`src/core/htr_cur_pkg.sv`:
```
package htr_cur_pkg;
  // ---------------------------------------------------------------------------
  // Setpoint coding
  // ---------------------------------------------------------------------------
  // Setpoints and currents are in 0.5 A steps; code 0 means off.
  localparam int SP_W = 8;
  localparam logic [7:0] SP_OFF = 8'h00;
  localparam logic [7:0] SP_MAX_30A = 8'h3C;
  localparam logic [7:0] SP_MAX_100A = 8'hC8;
  localparam logic [7:0] DUTY_FULL = 8'hFF;
  localparam int CUR_W = 10;
  localparam logic [31:0] SP_RESET = 32'h0000_0000;

  // ---------------------------------------------------------------------------
  // Register byte offsets
  // ---------------------------------------------------------------------------
  localparam logic [7:0] OFS_LO_SP = 8'h00;
  localparam logic [7:0] OFS_HI_SP = 8'h04;
  localparam logic [7:0] OFS_TRIP_SP = 8'h08;
  localparam logic [7:0] OFS_CTRL = 8'h0C;
  localparam logic [7:0] OFS_FLAGS = 8'h10;
  localparam logic [7:0] OFS_IRQ_STAT = 8'h14;
  localparam logic [7:0] OFS_IRQ_MASK = 8'h18;
  localparam logic [7:0] OFS_TRIP_CLR = 8'h1C;
  localparam logic [7:0] OFS_LIMIT_SP = 8'h20;

  // ---------------------------------------------------------------------------
  // Field positions
  // ---------------------------------------------------------------------------
  // Low, high and trip setpoint words hold main, phase B, phase C in bytes 0, 1, 2; the limit word holds main in byte 0 only.
  localparam int POS_MAIN = 0;
  localparam int POS_B = 8;
  localparam int POS_C = 16;
  localparam int CTRL_PROP = 0;
  localparam int CTRL_MODEL100 = 1;
  // Flag word: low alarms 2:0, high alarms 5:3, trips 8:6, limit active 9.
  localparam int FLG_LO = 0;
  localparam int FLG_HI = 3;
  localparam int FLG_TRIP = 6;
  localparam int FLG_LIM = 9;
  localparam int NFLG = 10;

  localparam logic [1:0] RESP_OKAY = 2'b00;
  localparam logic [1:0] RESP_SLVERR = 2'b10;
endpackage

```
`src/core/cur_compare.sv`:
```
`timescale 1ns/1ps
module cur_compare (
  input wire logic [9:0] cur,
  input wire logic [7:0] lo_sp,
  input wire logic [7:0] hi_sp,
  input wire logic [7:0] trip_sp,
  input wire logic hi_en,
  output logic lo_hit,
  output logic hi_hit,
  output logic trip_hit
);
  always_comb begin
    lo_hit = (lo_sp != htr_cur_pkg::SP_OFF) && (cur <= {2'b00, lo_sp});
    hi_hit = hi_en && (hi_sp != htr_cur_pkg::SP_OFF) && (cur >= {2'b00, hi_sp});
    trip_hit = (trip_sp != htr_cur_pkg::SP_OFF) && (cur >= {2'b00, trip_sp});
  end
endmodule

```
`src/core/heater_current_alarm_trip.sv`:
```
// The implementer's own choices: the register addresses and the AXI4-Lite interface to the registers.
`timescale 1ns/1ps
// Contract
// - Phase C low alarm when current at/below setpoint.
// - Phase C low alarm clears above setpoint.
// - Setpoints are off or 0.5 A steps.
// - Main high alarm when current at/above setpoint.
// - Main high alarm clears below; never latches.
// - High alarms suppressed below full duty while prop_en (scaling) is on.
// - Phase B/C high alarms set and clear.
// - Main trip opens heater, raises latched alarm.
// - Trips latch until operator reset command.
// - Phase B trip opens heater, latches alarm.
// - Phase C trip opens heater, latches alarm.
// - Scale currents to full-power equivalent first.
// - Off setpoint disables; all setpoints reset off.
// - Power limit caps average heater current.
// - Main low alarm set at/below, clears above.
module heater_current_alarm_trip (
  input wire logic aclk,
  input wire logic aresetn,
  input wire logic [7:0] awaddr,
  input wire logic awvalid,
  output logic awready,
  input wire logic [31:0] wdata,
  input wire logic [3:0] wstrb,
  input wire logic wvalid,
  output logic wready,
  output logic [1:0] bresp,
  output logic bvalid,
  input wire logic bready,
  input wire logic [7:0] araddr,
  input wire logic arvalid,
  output logic arready,
  output logic [31:0] rdata,
  output logic [1:0] rresp,
  output logic rvalid,
  input wire logic rready,
  input wire logic sample_valid,
  input wire logic [7:0] cur_main,
  input wire logic [7:0] cur_b,
  input wire logic [7:0] cur_c,
  input wire logic [7:0] duty,
  output logic heater_on,
  output logic irq
);
  // ---------------------------------------------------------------------------
  // Helpers
  // ---------------------------------------------------------------------------
  // Clamp a setpoint byte to the legal range of the fitted model.
  function automatic logic [7:0] clamp_sp(input logic [7:0] v, input logic big);
    logic [7:0] mx;
    mx = big ? htr_cur_pkg::SP_MAX_100A : htr_cur_pkg::SP_MAX_30A;
    clamp_sp = (v > mx) ? mx : v;
  endfunction

  // Full-power equivalent of a current sampled at the given duty.
  // With a resistive load the average scales with duty, so divide by duty.
  function automatic logic [9:0] full_eq(input logic [7:0] c, input logic [7:0] d,
                                         input logic en);
    logic [15:0] num;
    logic [15:0] q;
    num = {c, 8'h00} - {8'h00, c};
    q = (d == 8'h00) ? 16'h0000 : num / {8'h00, d};
    if (!en) begin
      full_eq = {2'b00, c};
    end else if (q > 16'h03FF) begin
      full_eq = 10'h3FF;
    end else begin
      full_eq = q[9:0];
    end
  endfunction

  // ---------------------------------------------------------------------------
  // Registers
  // ---------------------------------------------------------------------------
  logic [31:0] lo_sp_r, lo_sp_nxt;
  logic [31:0] hi_sp_r, hi_sp_nxt;
  logic [31:0] trip_sp_r, trip_sp_nxt;
  logic [31:0] lim_sp_r, lim_sp_nxt;
  logic [1:0] ctrl_r, ctrl_nxt;
  logic [9:0] stat_r, stat_nxt;
  logic [9:0] mask_r, mask_nxt;
  logic [9:0] flag_r, flag_nxt;
  logic [2:0] trip_r, trip_nxt;
  logic lim_r, lim_nxt;
  logic heater_on_r, heater_on_nxt;
  logic irq_r, irq_nxt;
  logic aw_got_r, aw_got_nxt;
  logic w_got_r, w_got_nxt;
  logic [7:0] aw_addr_r, aw_addr_nxt;
  logic [31:0] w_data_r, w_data_nxt;
  logic [3:0] w_strb_r, w_strb_nxt;
  logic bvalid_r, bvalid_nxt;
  logic [1:0] bresp_r, bresp_nxt;
  logic rvalid_r, rvalid_nxt;
  logic [31:0] rdata_r, rdata_nxt;
  logic [1:0] rresp_r, rresp_nxt;
  logic [2:0] trip_cond_r, trip_cond_nxt;
  logic awready_r, wready_r, arready_r;

  // ---------------------------------------------------------------------------
  // Comparators
  // ---------------------------------------------------------------------------
  logic [7:0] cur_in [3];
  logic [2:0] lo_hit, hi_hit, trip_hit;
  logic prop_en, hi_en;

  assign cur_in[0] = cur_main;
  assign cur_in[1] = cur_b;
  assign cur_in[2] = cur_c;
  assign prop_en = ctrl_r[htr_cur_pkg::CTRL_PROP] || (lim_sp_r[7:0] != htr_cur_pkg::SP_OFF);
  // High alarms give false readings at partial duty under scaling, so they are held off below full duty while prop_en is set.
  assign hi_en = !(prop_en && (duty != htr_cur_pkg::DUTY_FULL));

  genvar g;
  generate
    for (g = 0; g < 3; g++) begin : g_ph
      cur_compare u_cmp (
        .cur(full_eq(cur_in[g], duty, prop_en)),
        .lo_sp(lo_sp_r[8*g +: 8]),
        .hi_sp(hi_sp_r[8*g +: 8]),
        .trip_sp(trip_sp_r[8*g +: 8]),
        .hi_en(hi_en),
        .lo_hit(lo_hit[g]),
        .hi_hit(hi_hit[g]),
        .trip_hit(trip_hit[g])
      );
    end
  endgenerate

  // ---------------------------------------------------------------------------
  // AXI4-Lite slave and alarm state
  // ---------------------------------------------------------------------------
  logic wr_do, rd_do;
  logic wr_hit;
  logic [31:0] wmask;
  logic [9:0] rd_clr;
  logic [9:0] events;

  assign wr_do = aw_got_r && w_got_r && !bvalid_r;
  assign rd_do = arvalid && !rvalid_r;

  always_comb begin
    aw_got_nxt = aw_got_r;
    w_got_nxt = w_got_r;
    aw_addr_nxt = aw_addr_r;
    w_data_nxt = w_data_r;
    w_strb_nxt = w_strb_r;
    bvalid_nxt = bvalid_r;
    bresp_nxt = bresp_r;
    rvalid_nxt = rvalid_r;
    rdata_nxt = rdata_r;
    rresp_nxt = rresp_r;
    lo_sp_nxt = lo_sp_r;
    hi_sp_nxt = hi_sp_r;
    trip_sp_nxt = trip_sp_r;
    lim_sp_nxt = lim_sp_r;
    ctrl_nxt = ctrl_r;
    mask_nxt = mask_r;
    flag_nxt = flag_r;
    trip_nxt = trip_r;
    lim_nxt = lim_r;
    trip_cond_nxt = trip_cond_r;
    rd_clr = '0;
    wr_hit = 1'b1;
    for (int i = 0; i < 4; i++) begin
      wmask[8*i +: 8] = {8{w_strb_r[i]}};
    end
    if (awvalid && !aw_got_r) begin
      aw_got_nxt = 1'b1;
      aw_addr_nxt = awaddr;
    end
    if (wvalid && !w_got_r) begin
      w_got_nxt = 1'b1;
      w_data_nxt = wdata;
      w_strb_nxt = wstrb;
    end
    if (bvalid_r && bready) begin
      bvalid_nxt = 1'b0;
    end
    if (rvalid_r && rready) begin
      rvalid_nxt = 1'b0;
    end
    if (wr_do) begin
      aw_got_nxt = 1'b0;
      w_got_nxt = 1'b0;
      bvalid_nxt = 1'b1;
      case (aw_addr_r)
        htr_cur_pkg::OFS_LO_SP: lo_sp_nxt = (lo_sp_r & ~wmask) | (w_data_r & wmask);
        htr_cur_pkg::OFS_HI_SP: hi_sp_nxt = (hi_sp_r & ~wmask) | (w_data_r & wmask);
        htr_cur_pkg::OFS_TRIP_SP: trip_sp_nxt = (trip_sp_r & ~wmask) | (w_data_r & wmask);
        htr_cur_pkg::OFS_LIMIT_SP: lim_sp_nxt = (lim_sp_r & ~wmask) | (w_data_r & wmask);
        htr_cur_pkg::OFS_CTRL: ctrl_nxt = w_strb_r[0] ? w_data_r[1:0] : ctrl_r;
        htr_cur_pkg::OFS_IRQ_MASK: mask_nxt = w_strb_r[0] ? w_data_r[9:0] : mask_r;
        htr_cur_pkg::OFS_TRIP_CLR: begin
          // Operator reset of a selected trip; ignored while the last sample shows
          // the cause, since the current lines hold no valid value between samples.
          if (w_strb_r[0]) begin
            trip_nxt = trip_r & ~(w_data_r[2:0] & ~trip_cond_r);
          end
        end
        htr_cur_pkg::OFS_FLAGS, htr_cur_pkg::OFS_IRQ_STAT: wr_hit = 1'b1;
        default: wr_hit = 1'b0;
      endcase
      bresp_nxt = wr_hit ? htr_cur_pkg::RESP_OKAY : htr_cur_pkg::RESP_SLVERR;
      for (int p = 0; p < 3; p++) begin
        lo_sp_nxt[8*p +: 8] = clamp_sp(lo_sp_nxt[8*p +: 8], ctrl_nxt[1]);
        hi_sp_nxt[8*p +: 8] = clamp_sp(hi_sp_nxt[8*p +: 8], ctrl_nxt[1]);
        trip_sp_nxt[8*p +: 8] = clamp_sp(trip_sp_nxt[8*p +: 8], ctrl_nxt[1]);
      end
      lo_sp_nxt[31:24] = 8'h00;
      hi_sp_nxt[31:24] = 8'h00;
      trip_sp_nxt[31:24] = 8'h00;
      lim_sp_nxt = {24'h00_0000, clamp_sp(lim_sp_nxt[7:0], ctrl_nxt[1])};
    end
    if (rd_do) begin
      rvalid_nxt = 1'b1;
      rresp_nxt = htr_cur_pkg::RESP_OKAY;
      case (araddr)
        htr_cur_pkg::OFS_LO_SP: rdata_nxt = lo_sp_r;
        htr_cur_pkg::OFS_HI_SP: rdata_nxt = hi_sp_r;
        htr_cur_pkg::OFS_TRIP_SP: rdata_nxt = trip_sp_r;
        htr_cur_pkg::OFS_LIMIT_SP: rdata_nxt = lim_sp_r;
        htr_cur_pkg::OFS_CTRL: rdata_nxt = {30'h0, ctrl_r};
        htr_cur_pkg::OFS_FLAGS: rdata_nxt = {22'h0, flag_r};
        htr_cur_pkg::OFS_IRQ_MASK: rdata_nxt = {22'h0, mask_r};
        htr_cur_pkg::OFS_IRQ_STAT: begin
          rdata_nxt = {22'h0, stat_r};
          rd_clr = '1;
        end
        htr_cur_pkg::OFS_TRIP_CLR: rdata_nxt = {29'h0, trip_r};
        default: begin
          rdata_nxt = 32'h0000_0000;
          rresp_nxt = htr_cur_pkg::RESP_SLVERR;
        end
      endcase
    end
    if (sample_valid) begin
      // Low and high alarms follow the comparison each sample; they never latch.
      flag_nxt[htr_cur_pkg::FLG_LO +: 3] = lo_hit;
      flag_nxt[htr_cur_pkg::FLG_HI +: 3] = hi_hit;
      trip_nxt = trip_nxt | trip_hit;
      trip_cond_nxt = trip_hit;
      lim_nxt = (lim_sp_r[7:0] != htr_cur_pkg::SP_OFF) && ({2'b00, cur_main} > {2'b00, lim_sp_r[7:0]});
    end
    flag_nxt[htr_cur_pkg::FLG_TRIP +: 3] = trip_nxt;
    flag_nxt[htr_cur_pkg::FLG_LIM] = lim_nxt;
  end

  // New raised flags are events; a set in the clearing cycle survives the read.
  assign events = flag_nxt & ~flag_r;

  always_comb begin
    stat_nxt = (stat_r & ~rd_clr) | events;
    irq_nxt = |(stat_nxt & mask_r);
    // Heater opens on any latched trip; the limit gates it off while the
    // last sampled main current (cur_main) stands above the limit setpoint.
    heater_on_nxt = (trip_nxt == 3'b000) && !lim_nxt;
  end

  always_ff @(posedge aclk) begin
    if (!aresetn) begin
      lo_sp_r <= htr_cur_pkg::SP_RESET;
      hi_sp_r <= htr_cur_pkg::SP_RESET;
      trip_sp_r <= htr_cur_pkg::SP_RESET;
      lim_sp_r <= htr_cur_pkg::SP_RESET;
      ctrl_r <= 2'b00;
      stat_r <= '0;
      mask_r <= '0;
      flag_r <= '0;
      trip_r <= 3'b000;
      lim_r <= 1'b0;
      heater_on_r <= 1'b0;
      irq_r <= 1'b0;
      aw_got_r <= 1'b0;
      w_got_r <= 1'b0;
      aw_addr_r <= 8'h00;
      w_data_r <= 32'h0000_0000;
      w_strb_r <= 4'h0;
      bvalid_r <= 1'b0;
      bresp_r <= 2'b00;
      rvalid_r <= 1'b0;
      rdata_r <= 32'h0000_0000;
      rresp_r <= 2'b00;
      trip_cond_r <= 3'b000;
      awready_r <= 1'b1;
      wready_r <= 1'b1;
      arready_r <= 1'b1;
    end else begin
      lo_sp_r <= lo_sp_nxt;
      hi_sp_r <= hi_sp_nxt;
      trip_sp_r <= trip_sp_nxt;
      lim_sp_r <= lim_sp_nxt;
      ctrl_r <= ctrl_nxt;
      stat_r <= stat_nxt;
      mask_r <= mask_nxt;
      flag_r <= flag_nxt;
      trip_r <= trip_nxt;
      lim_r <= lim_nxt;
      heater_on_r <= heater_on_nxt;
      irq_r <= irq_nxt;
      aw_got_r <= aw_got_nxt;
      w_got_r <= w_got_nxt;
      aw_addr_r <= aw_addr_nxt;
      w_data_r <= w_data_nxt;
      w_strb_r <= w_strb_nxt;
      bvalid_r <= bvalid_nxt;
      bresp_r <= bresp_nxt;
      rvalid_r <= rvalid_nxt;
      rdata_r <= rdata_nxt;
      rresp_r <= rresp_nxt;
      trip_cond_r <= trip_cond_nxt;
      awready_r <= !aw_got_nxt;
      wready_r <= !w_got_nxt;
      arready_r <= !rvalid_nxt;
    end
  end

  assign awready = awready_r;
  assign wready = wready_r;
  assign arready = arready_r;
  assign bvalid = bvalid_r;
  assign bresp = bresp_r;
  assign rvalid = rvalid_r;
  assign rdata = rdata_r;
  assign rresp = rresp_r;
  assign heater_on = heater_on_r;
  assign irq = irq_r;
endmodule

```
`config.mk`:
```
export PLATFORM = sky130hd
export DESIGN_NAME = heater_current_alarm_trip
export DESIGN_NICKNAME = d
export VERILOG_FILES = /design/src/core/htr_cur_pkg.sv /design/src/core/cur_compare.sv /design/src/core/heater_current_alarm_trip.sv
export SDC_FILE = /design/constraint.sdc
export NUM_CORES = 2
export LEC_CHECK = 0
export BUFFER_PORTS_ARGS = -buffer_cell sky130_fd_sc_hd__buf_2
export CORE_MARGIN = 2
export CORE_UTILIZATION = 45
export DETAILED_ROUTE_END_ITERATION = 10
export PLACE_DENSITY = 0.58
export SYNTH_ARGS = -nofsm -noshare
export SYNTH_HDL_FRONTEND = slang
export SYNTH_SLANG_ARGS = --single-unit
export TNS_END_PERCENT = 1
```
`constraint.sdc`:
```
create_clock -name aclk -period 38.6 [get_ports aclk]
set_clock_uncertainty 0.05 [all_clocks]
set_input_delay 1.93 -clock aclk [delete_from_list [all_inputs] [get_ports aclk]]
set_output_delay 1.93 -clock aclk [all_outputs]
set_load 0.05 [all_outputs]
```
# Word level (Yosys, flattened, before mapping)
# Cells that the tools add are included.
# Widths: inputs -> output; s select.
[word_totals] in_bits=92 out_inout_bits=43 ff_bits=199 elab_cells=200
[classes] n_eq_ne=19 n_bitwise=21 mux=52 n_lt_le_gt_ge=23 n_reduce_logical=52 div=3 add_sub_neg=3
[ops] operator="$pmux 24 s9" n=1
[ops] operator="$mux 24" n=6
[ops] operator="$mux 8" n=13
[ops] operator="$and 24x24->24" n=4
[ops] operator="$gt 8x8->1" n=11
[ops] operator="$mux 10" n=8
[ops] operator="$reduce_bool 8->1" n=10
[ops] operator="$or 24x24->24" n=3
[ops] operator="$eq 8x5->1 const B" n=8
[ops] operator="$ge 10x8->1" n=6
[ops] operator="$div 16x8->16" n=3
[ops] operator="$gt 16x10->1 const B" n=3
[ops] operator="$mux 16" n=3
[ops] operator="$sub 16x8->16" n=3
[ops] operator="$eq 8x4->1 const B" n=4
[ops] operator="$and 10x10->10" n=3
[ops] operator="$le 10x8->1" n=3
[ops] operator="$logic_not 8->1" n=3
[ops] operator="$not 24->24" n=1
[ops] operator="$logic_and 1x1->1" n=22
[ops] operator="$not 10->10" n=2
[ops] operator="$reduce_or 9->1" n=2
[ops] operator="$eq 8x3->1 const B" n=2
[ops] operator="$eq 8x6->1 const B" n=2
[ops] operator="19 further kinds" n=47

# Longest topological paths before layout
[logic_depth] ltp_word=14 depth_mapped=174 ltp_nobuf=165

# Cells and area by module
# From an unflattened synthesis, not the netlist that was laid out.
[hier_totals] hier_cells=3917 area_unflattened_um2=29251.8
[modules_own_cells] mod="heater_current_alarm_trip" cells_each=3647 seq_area_each_um2=3703.6 n_inst=1 area_per_inst_um2=27247.4
[modules_own_cells] mod="cur_compare" cells_each=90 seq_area_each_um2=0.0 n_inst=3 area_per_inst_um2=668.1

# Worst setup path before layout
# Ideal clock, no wire load.
[synth_path] path_kind="in2reg" start="input cur_main[0]" end="register irq_r, in the netlist irq" path_stages=161 arrival_ps=33600 n_path_buf=10 setup_time_ps=134 setup_slack_ps=4816 required_ps=38416 path_cell_list="clkbuf_1 -> or3_1 -> o41a_1 -> ha_1 -> a21oi_1 -> ha_1 -> o21ai_0 -> a2111oi_2 -> a211o_1 -> a21boi_0 -> ha_1 -> o211ai_1 -> a211oi_2 -> nor2_1 -> a221o_1 -> inv_1 -> ha_1 -> a21oi_1 -> [... 125 more ...] -> nor2b_1 -> o21ai_0 -> o2111ai_1 -> o31ai_1 -> ha_1 -> nand2b_1 -> a21o_1 -> a21o_1 -> a21oi_1 -> nor2b_1 -> o21ai_0 -> nand2b_1 -> a21oi_1 -> nor2b_1 -> o311ai_0 -> o21ai_0 -> a222oi_1 -> a31oi_1"
[synth_between] elab_chain_len=14 elab_cells_between_ends=22 cone_classes="add/sub (1); div (1); order compare (5); mux (6); bitwise (4); reduce/logical (5)"
[synth_lines] item="from (decl)" line_no="heater_current_alarm_trip.sv:40" text="input wire logic [7:0] cur_main,"
[synth_lines] item="$sub 16x8->16" line_no="heater_current_alarm_trip.sv:63" text="num = {c, 8'h00} - {8'h00, c};"
[synth_lines] item="$div 16x8->16" line_no="heater_current_alarm_trip.sv:64" text="q = (d == 8'h00) ? 16'h0000 : num / {8'h00, d};"
[synth_lines] item="$mux 16" line_no="heater_current_alarm_trip.sv:64"
[synth_lines] item="$gt 16x10->1" line_no="heater_current_alarm_trip.sv:67" text="end else if (q > 16'h03FF) begin"
[synth_lines] item="$mux 10" line_no="heater_current_alarm_trip.sv:67"
[synth_lines] item="$mux 10" line_no="heater_current_alarm_trip.sv:65" text="if (!en) begin"
[synth_lines] item="$ge 10x8->1" line_no="cur_compare.sv:15" text="trip_hit = (trip_sp != htr_cur_pkg::SP_OFF) && (cur >= {2'b00, trip_sp});"
[synth_lines] item="$logic_and 1x1->1" line_no="cur_compare.sv:15"
[synth_lines] item="$or 3x3->3" line_no="heater_current_alarm_trip.sv:243" text="trip_nxt = trip_nxt | trip_hit;"
[synth_lines] item="$mux 3" line_no="heater_current_alarm_trip.sv:239" text="if (sample_valid) begin"
[synth_lines] item="$and 10x10->10 (*)" line_no="heater_current_alarm_trip.sv:252" text="assign events = flag_nxt & ~flag_r;"
[synth_lines] item="$or 10x10->10 (*)" line_no="heater_current_alarm_trip.sv:255" text="stat_nxt = (stat_r & ~rd_clr) | events;"
[synth_lines] item="$and 10x10->10 (*)" line_no="heater_current_alarm_trip.sv:256" text="irq_nxt = |(stat_nxt & mask_r);"
[synth_lines] item="$reduce_or 10->1 (*)" line_no="heater_current_alarm_trip.sv:256"
[synth_lines] item="to (signal assigned)" line_no="heater_current_alarm_trip.sv:302" text="irq_r <= irq_nxt;"
[synth_lines] item="to (decl)" line_no="heater_current_alarm_trip.sv:88" text="logic irq_r, irq_nxt;"
# Every way passes the cells marked *; elsewhere a longest branch is shown, timed or not.
# A chain may end at the register's enable or synchronous reset.

# Worst setup path after layout
[layout_path] start="input cur_c[0]" end="register irq_r, in the netlist irq"
[layout_between] elab_chain_len=14 elab_cells_between_ends=19 cone_classes="add/sub (1); div (1); order compare (4); mux (5); bitwise (4); reduce/logical (4)"
[layout_lines] item="from (decl)" line_no="heater_current_alarm_trip.sv:42" text="input wire logic [7:0] cur_c,"
[layout_lines] item="$sub 16x8->16" line_no="heater_current_alarm_trip.sv:63"
[layout_lines] item="$div 16x8->16" line_no="heater_current_alarm_trip.sv:64"
[layout_lines] item="$mux 16" line_no="heater_current_alarm_trip.sv:64"
[layout_lines] item="$gt 16x10->1" line_no="heater_current_alarm_trip.sv:67"
[layout_lines] item="$mux 10" line_no="heater_current_alarm_trip.sv:67"
[layout_lines] item="$mux 10 (*)" line_no="heater_current_alarm_trip.sv:65"
[layout_lines] item="$ge 10x8->1" line_no="cur_compare.sv:15"
[layout_lines] item="$logic_and 1x1->1" line_no="cur_compare.sv:15"
[layout_lines] item="$or 3x3->3" line_no="heater_current_alarm_trip.sv:243"
[layout_lines] item="$mux 3" line_no="heater_current_alarm_trip.sv:239"
[layout_lines] item="$and 10x10->10 (*)" line_no="heater_current_alarm_trip.sv:252"
[layout_lines] item="$or 10x10->10 (*)" line_no="heater_current_alarm_trip.sv:255"
[layout_lines] item="$and 10x10->10 (*)" line_no="heater_current_alarm_trip.sv:256"
[layout_lines] item="$reduce_or 10->1 (*)" line_no="heater_current_alarm_trip.sv:256"
# Marked as above.

==> metrics <==
status completed; CP bufs+invs 6; share of the synthesized area in the top cell type 0.1914; cell taking the most area after synthesis ha_1; worst path arrival time 36.33 ns; Crit path max-delay family compound AO/OA/AOI/OAI gates; RR Startpoint lim_sp_r[2]; final setup fails 0; Synth cell types 115; clk slew on worst S/H paths 0.07 ns; measured slew at the worst slew-check pin 1.152 ns; CP Max Fanout 14; number of synthesized flops with an enable pin 0; RR Endpoint irq; crit-path most repeated cell o21a_1; CTS tree yes; ys async rst share 0; R2R depth 25; initial antenna violation count 7; Final #Nets 4474; synthesized area per cell 7.426 µm²; vias in the first global route 26620; Worst Setup EP irq; CTS max path bufs 2; sequential area share after synthesis 0.1282; minimum clock period 36.10 ns; Yosys warnings 0; Initial Utilization 0.4564; crit-path max cell delay 0.67 ns; Fmax achieved 27.70 MHz; IO Pins 135; first-pass GRT wire length 143.3 mm; DR pass1 iterations 9; Core Rows 92; r2r setup slk 33.03 ns; Worst slew margin 0.2284; Slew Viols, Final 0; I/O Buffers 115; CTS sink count 185; Initial DRC Count 2202; # DRC 0; area of the multi-input gates 0.02429 mm²; Required @ worst endpoint 38.83 ns; top-count cell post-synth nor2_1; CP max stage cell or4b_2; Tot GR Track Use 0.2647; crit share post-route 0.9352; htree depth 4; core area 0.06331 mm²; register bit total from synthesis 185; Num CTS Buffers 17; die height 257.4 µm; Final TNS setup 0 ns; Hold Crit Depth 2; Hold Vio Cnt, Final 0; Via density 5.985; Placer Congestion 0.8995; cells after synthesis 3891; fill count 6467; Hold/Removal Path Class flop to flop; kind of critical path primary input to flop; layout cells sized above 1 0.1197; DIE AREA 0.06625 mm²; Top FF cell, synth dfxtp_1; Area Overhead vs Synth 8.046%; die width 257.4 µm; maxcap violations 0; WL final 90.45 mm; later-pin clock latency in the skew report 0.45 ns; Area contributors post-synth ha_1, dfxtp_1, nor2_1; Final Core Density 0.4931; CTS root buf clkbuf_16; register area 0.003704 mm²; endpoint class of the critical path flop; WP depth 157; pin count of the biggest net entering global routing 68; Commonest cells post-synth nor2_1, ha_1, a21oi_1, nand2_1, o21ai_0; DRT antenna net count 0; gr ovfl total 0; routed len/inst 18.80 µm; mapped cell area 0.02889 mm²; Worst setup SP type primary input; Worst Setup SP cur_c[0]; DR vias 28790; DP Wirelength 70.20 mm
[through the flow]
step | std cells | area, µm² | setup WS, ns | hold WS [ns]
global placement | 4758 | 30300 | 0.6729 | 0.4040
global route | 4806 | 31210 | -0.08770 | 0.4319
floorplan | 3900 | 28930 | 4.816 | 0.3954
finish | 4810 | 31220 | 2.501 | 0.4166
detailed placement | 4758 | 30300 | 0.3400 | 0.4065
CTS | 4790 | 30880 | 0.6354 | 0.4187
[flip-flops by register name (all words and copies together) (netlist names), 2 cells and up]
register and flops:
hi_sp_r 24, rdata 24, w_data_r 24, aw_addr_r 8
lo_sp_r 24, lim_sp_r 8, trip_sp_r 24, w_strb_r 3
mask_r 10, trip_cond_r 3, ctrl_r 2, flag_r 10
stat_r 10
[worst min path at each step]
stage / start / to / slack [ns]
4_1_cts: trip_cond_r[0] / trip_cond_r[0] / 0.42
5_1_grt: trip_cond_r[0] / trip_cond_r[0] / 0.43
2_1_floorplan: trip_cond_r[0] / trip_cond_r[0] / 0.40
3_3_place_gp: trip_cond_r[0] / trip_cond_r[0] / 0.40
3_5_place_dp: trip_cond_r[0] / trip_cond_r[0] / 0.41
6_report: trip_cond_r[1] / trip_cond_r[1] / 0.42
[logic make-up (layout without fill, tap and decap cells)]
logic type               count (synthesis)  after routing  share of synthesized area
XOR/XNOR                               121            121                    0.03668
AO/OA/AOI/OAI                         1207           1208                     0.2808
multiplexers                           218            218                    0.08211
buffers and inverters                  302            354                    0.04227
other                                    1             21                  0.0001298
AND/OR/NAND/NOR                       1411           1411                     0.2370
flip-flops                             185            185                     0.1282
adder cells (fa/ha/maj)                446            446                     0.1928
[timing repair]
action | CTS | global route
setup buffers | 0 | 8
hold buffers | 0 | 0
resized for setup | 0 | 57
endpoints found under the setup margin | 0 | 23
[worst register-to-register path: cells and delay by family (launching register included)]
family,cells,cell delay (ns)
compound gates,12,2.72
buf+inv,2,0.51
fa+ha+maj,1,0.39
flops,1,0.36
simple gates,10,1.36
[layer usage]
layer,up-vias,GRT usage,routed length (µm)
met1,13370,0.3652,43340
met5,-,0,0
met3,121,0.01921,3995
li1,14650,-,-
met2,653,0.4375,40790
met4,0,0.08349,2315
[cell usage in the layout, fill, tap and decap left out, types with 115 or more instances in the layout]
master	instances
inv_1	144
nor2_1	453
buf_2	115
dfxtp_1	185
nor3_1	156
nand2_1	317
a21oi_1	318
o21ai_0	198
ha_1	442
o21a_1	154
mux2_2	131
[final cells by class]
class	instances	area share
multi-input cells	3414	0.7780
clock inverters	11	0.003527
repair buffers	169	0.03142
well taps	846	0.03391
flip-flops and latches	185	0.1186
diodes	11	0.0008818
clock buffers	21	0.01507
inverters	153	0.01860
Power is left out: the tool's default activity adds up to more than one toggle a clock period on the data nets, which glitch-free logic cannot reach.
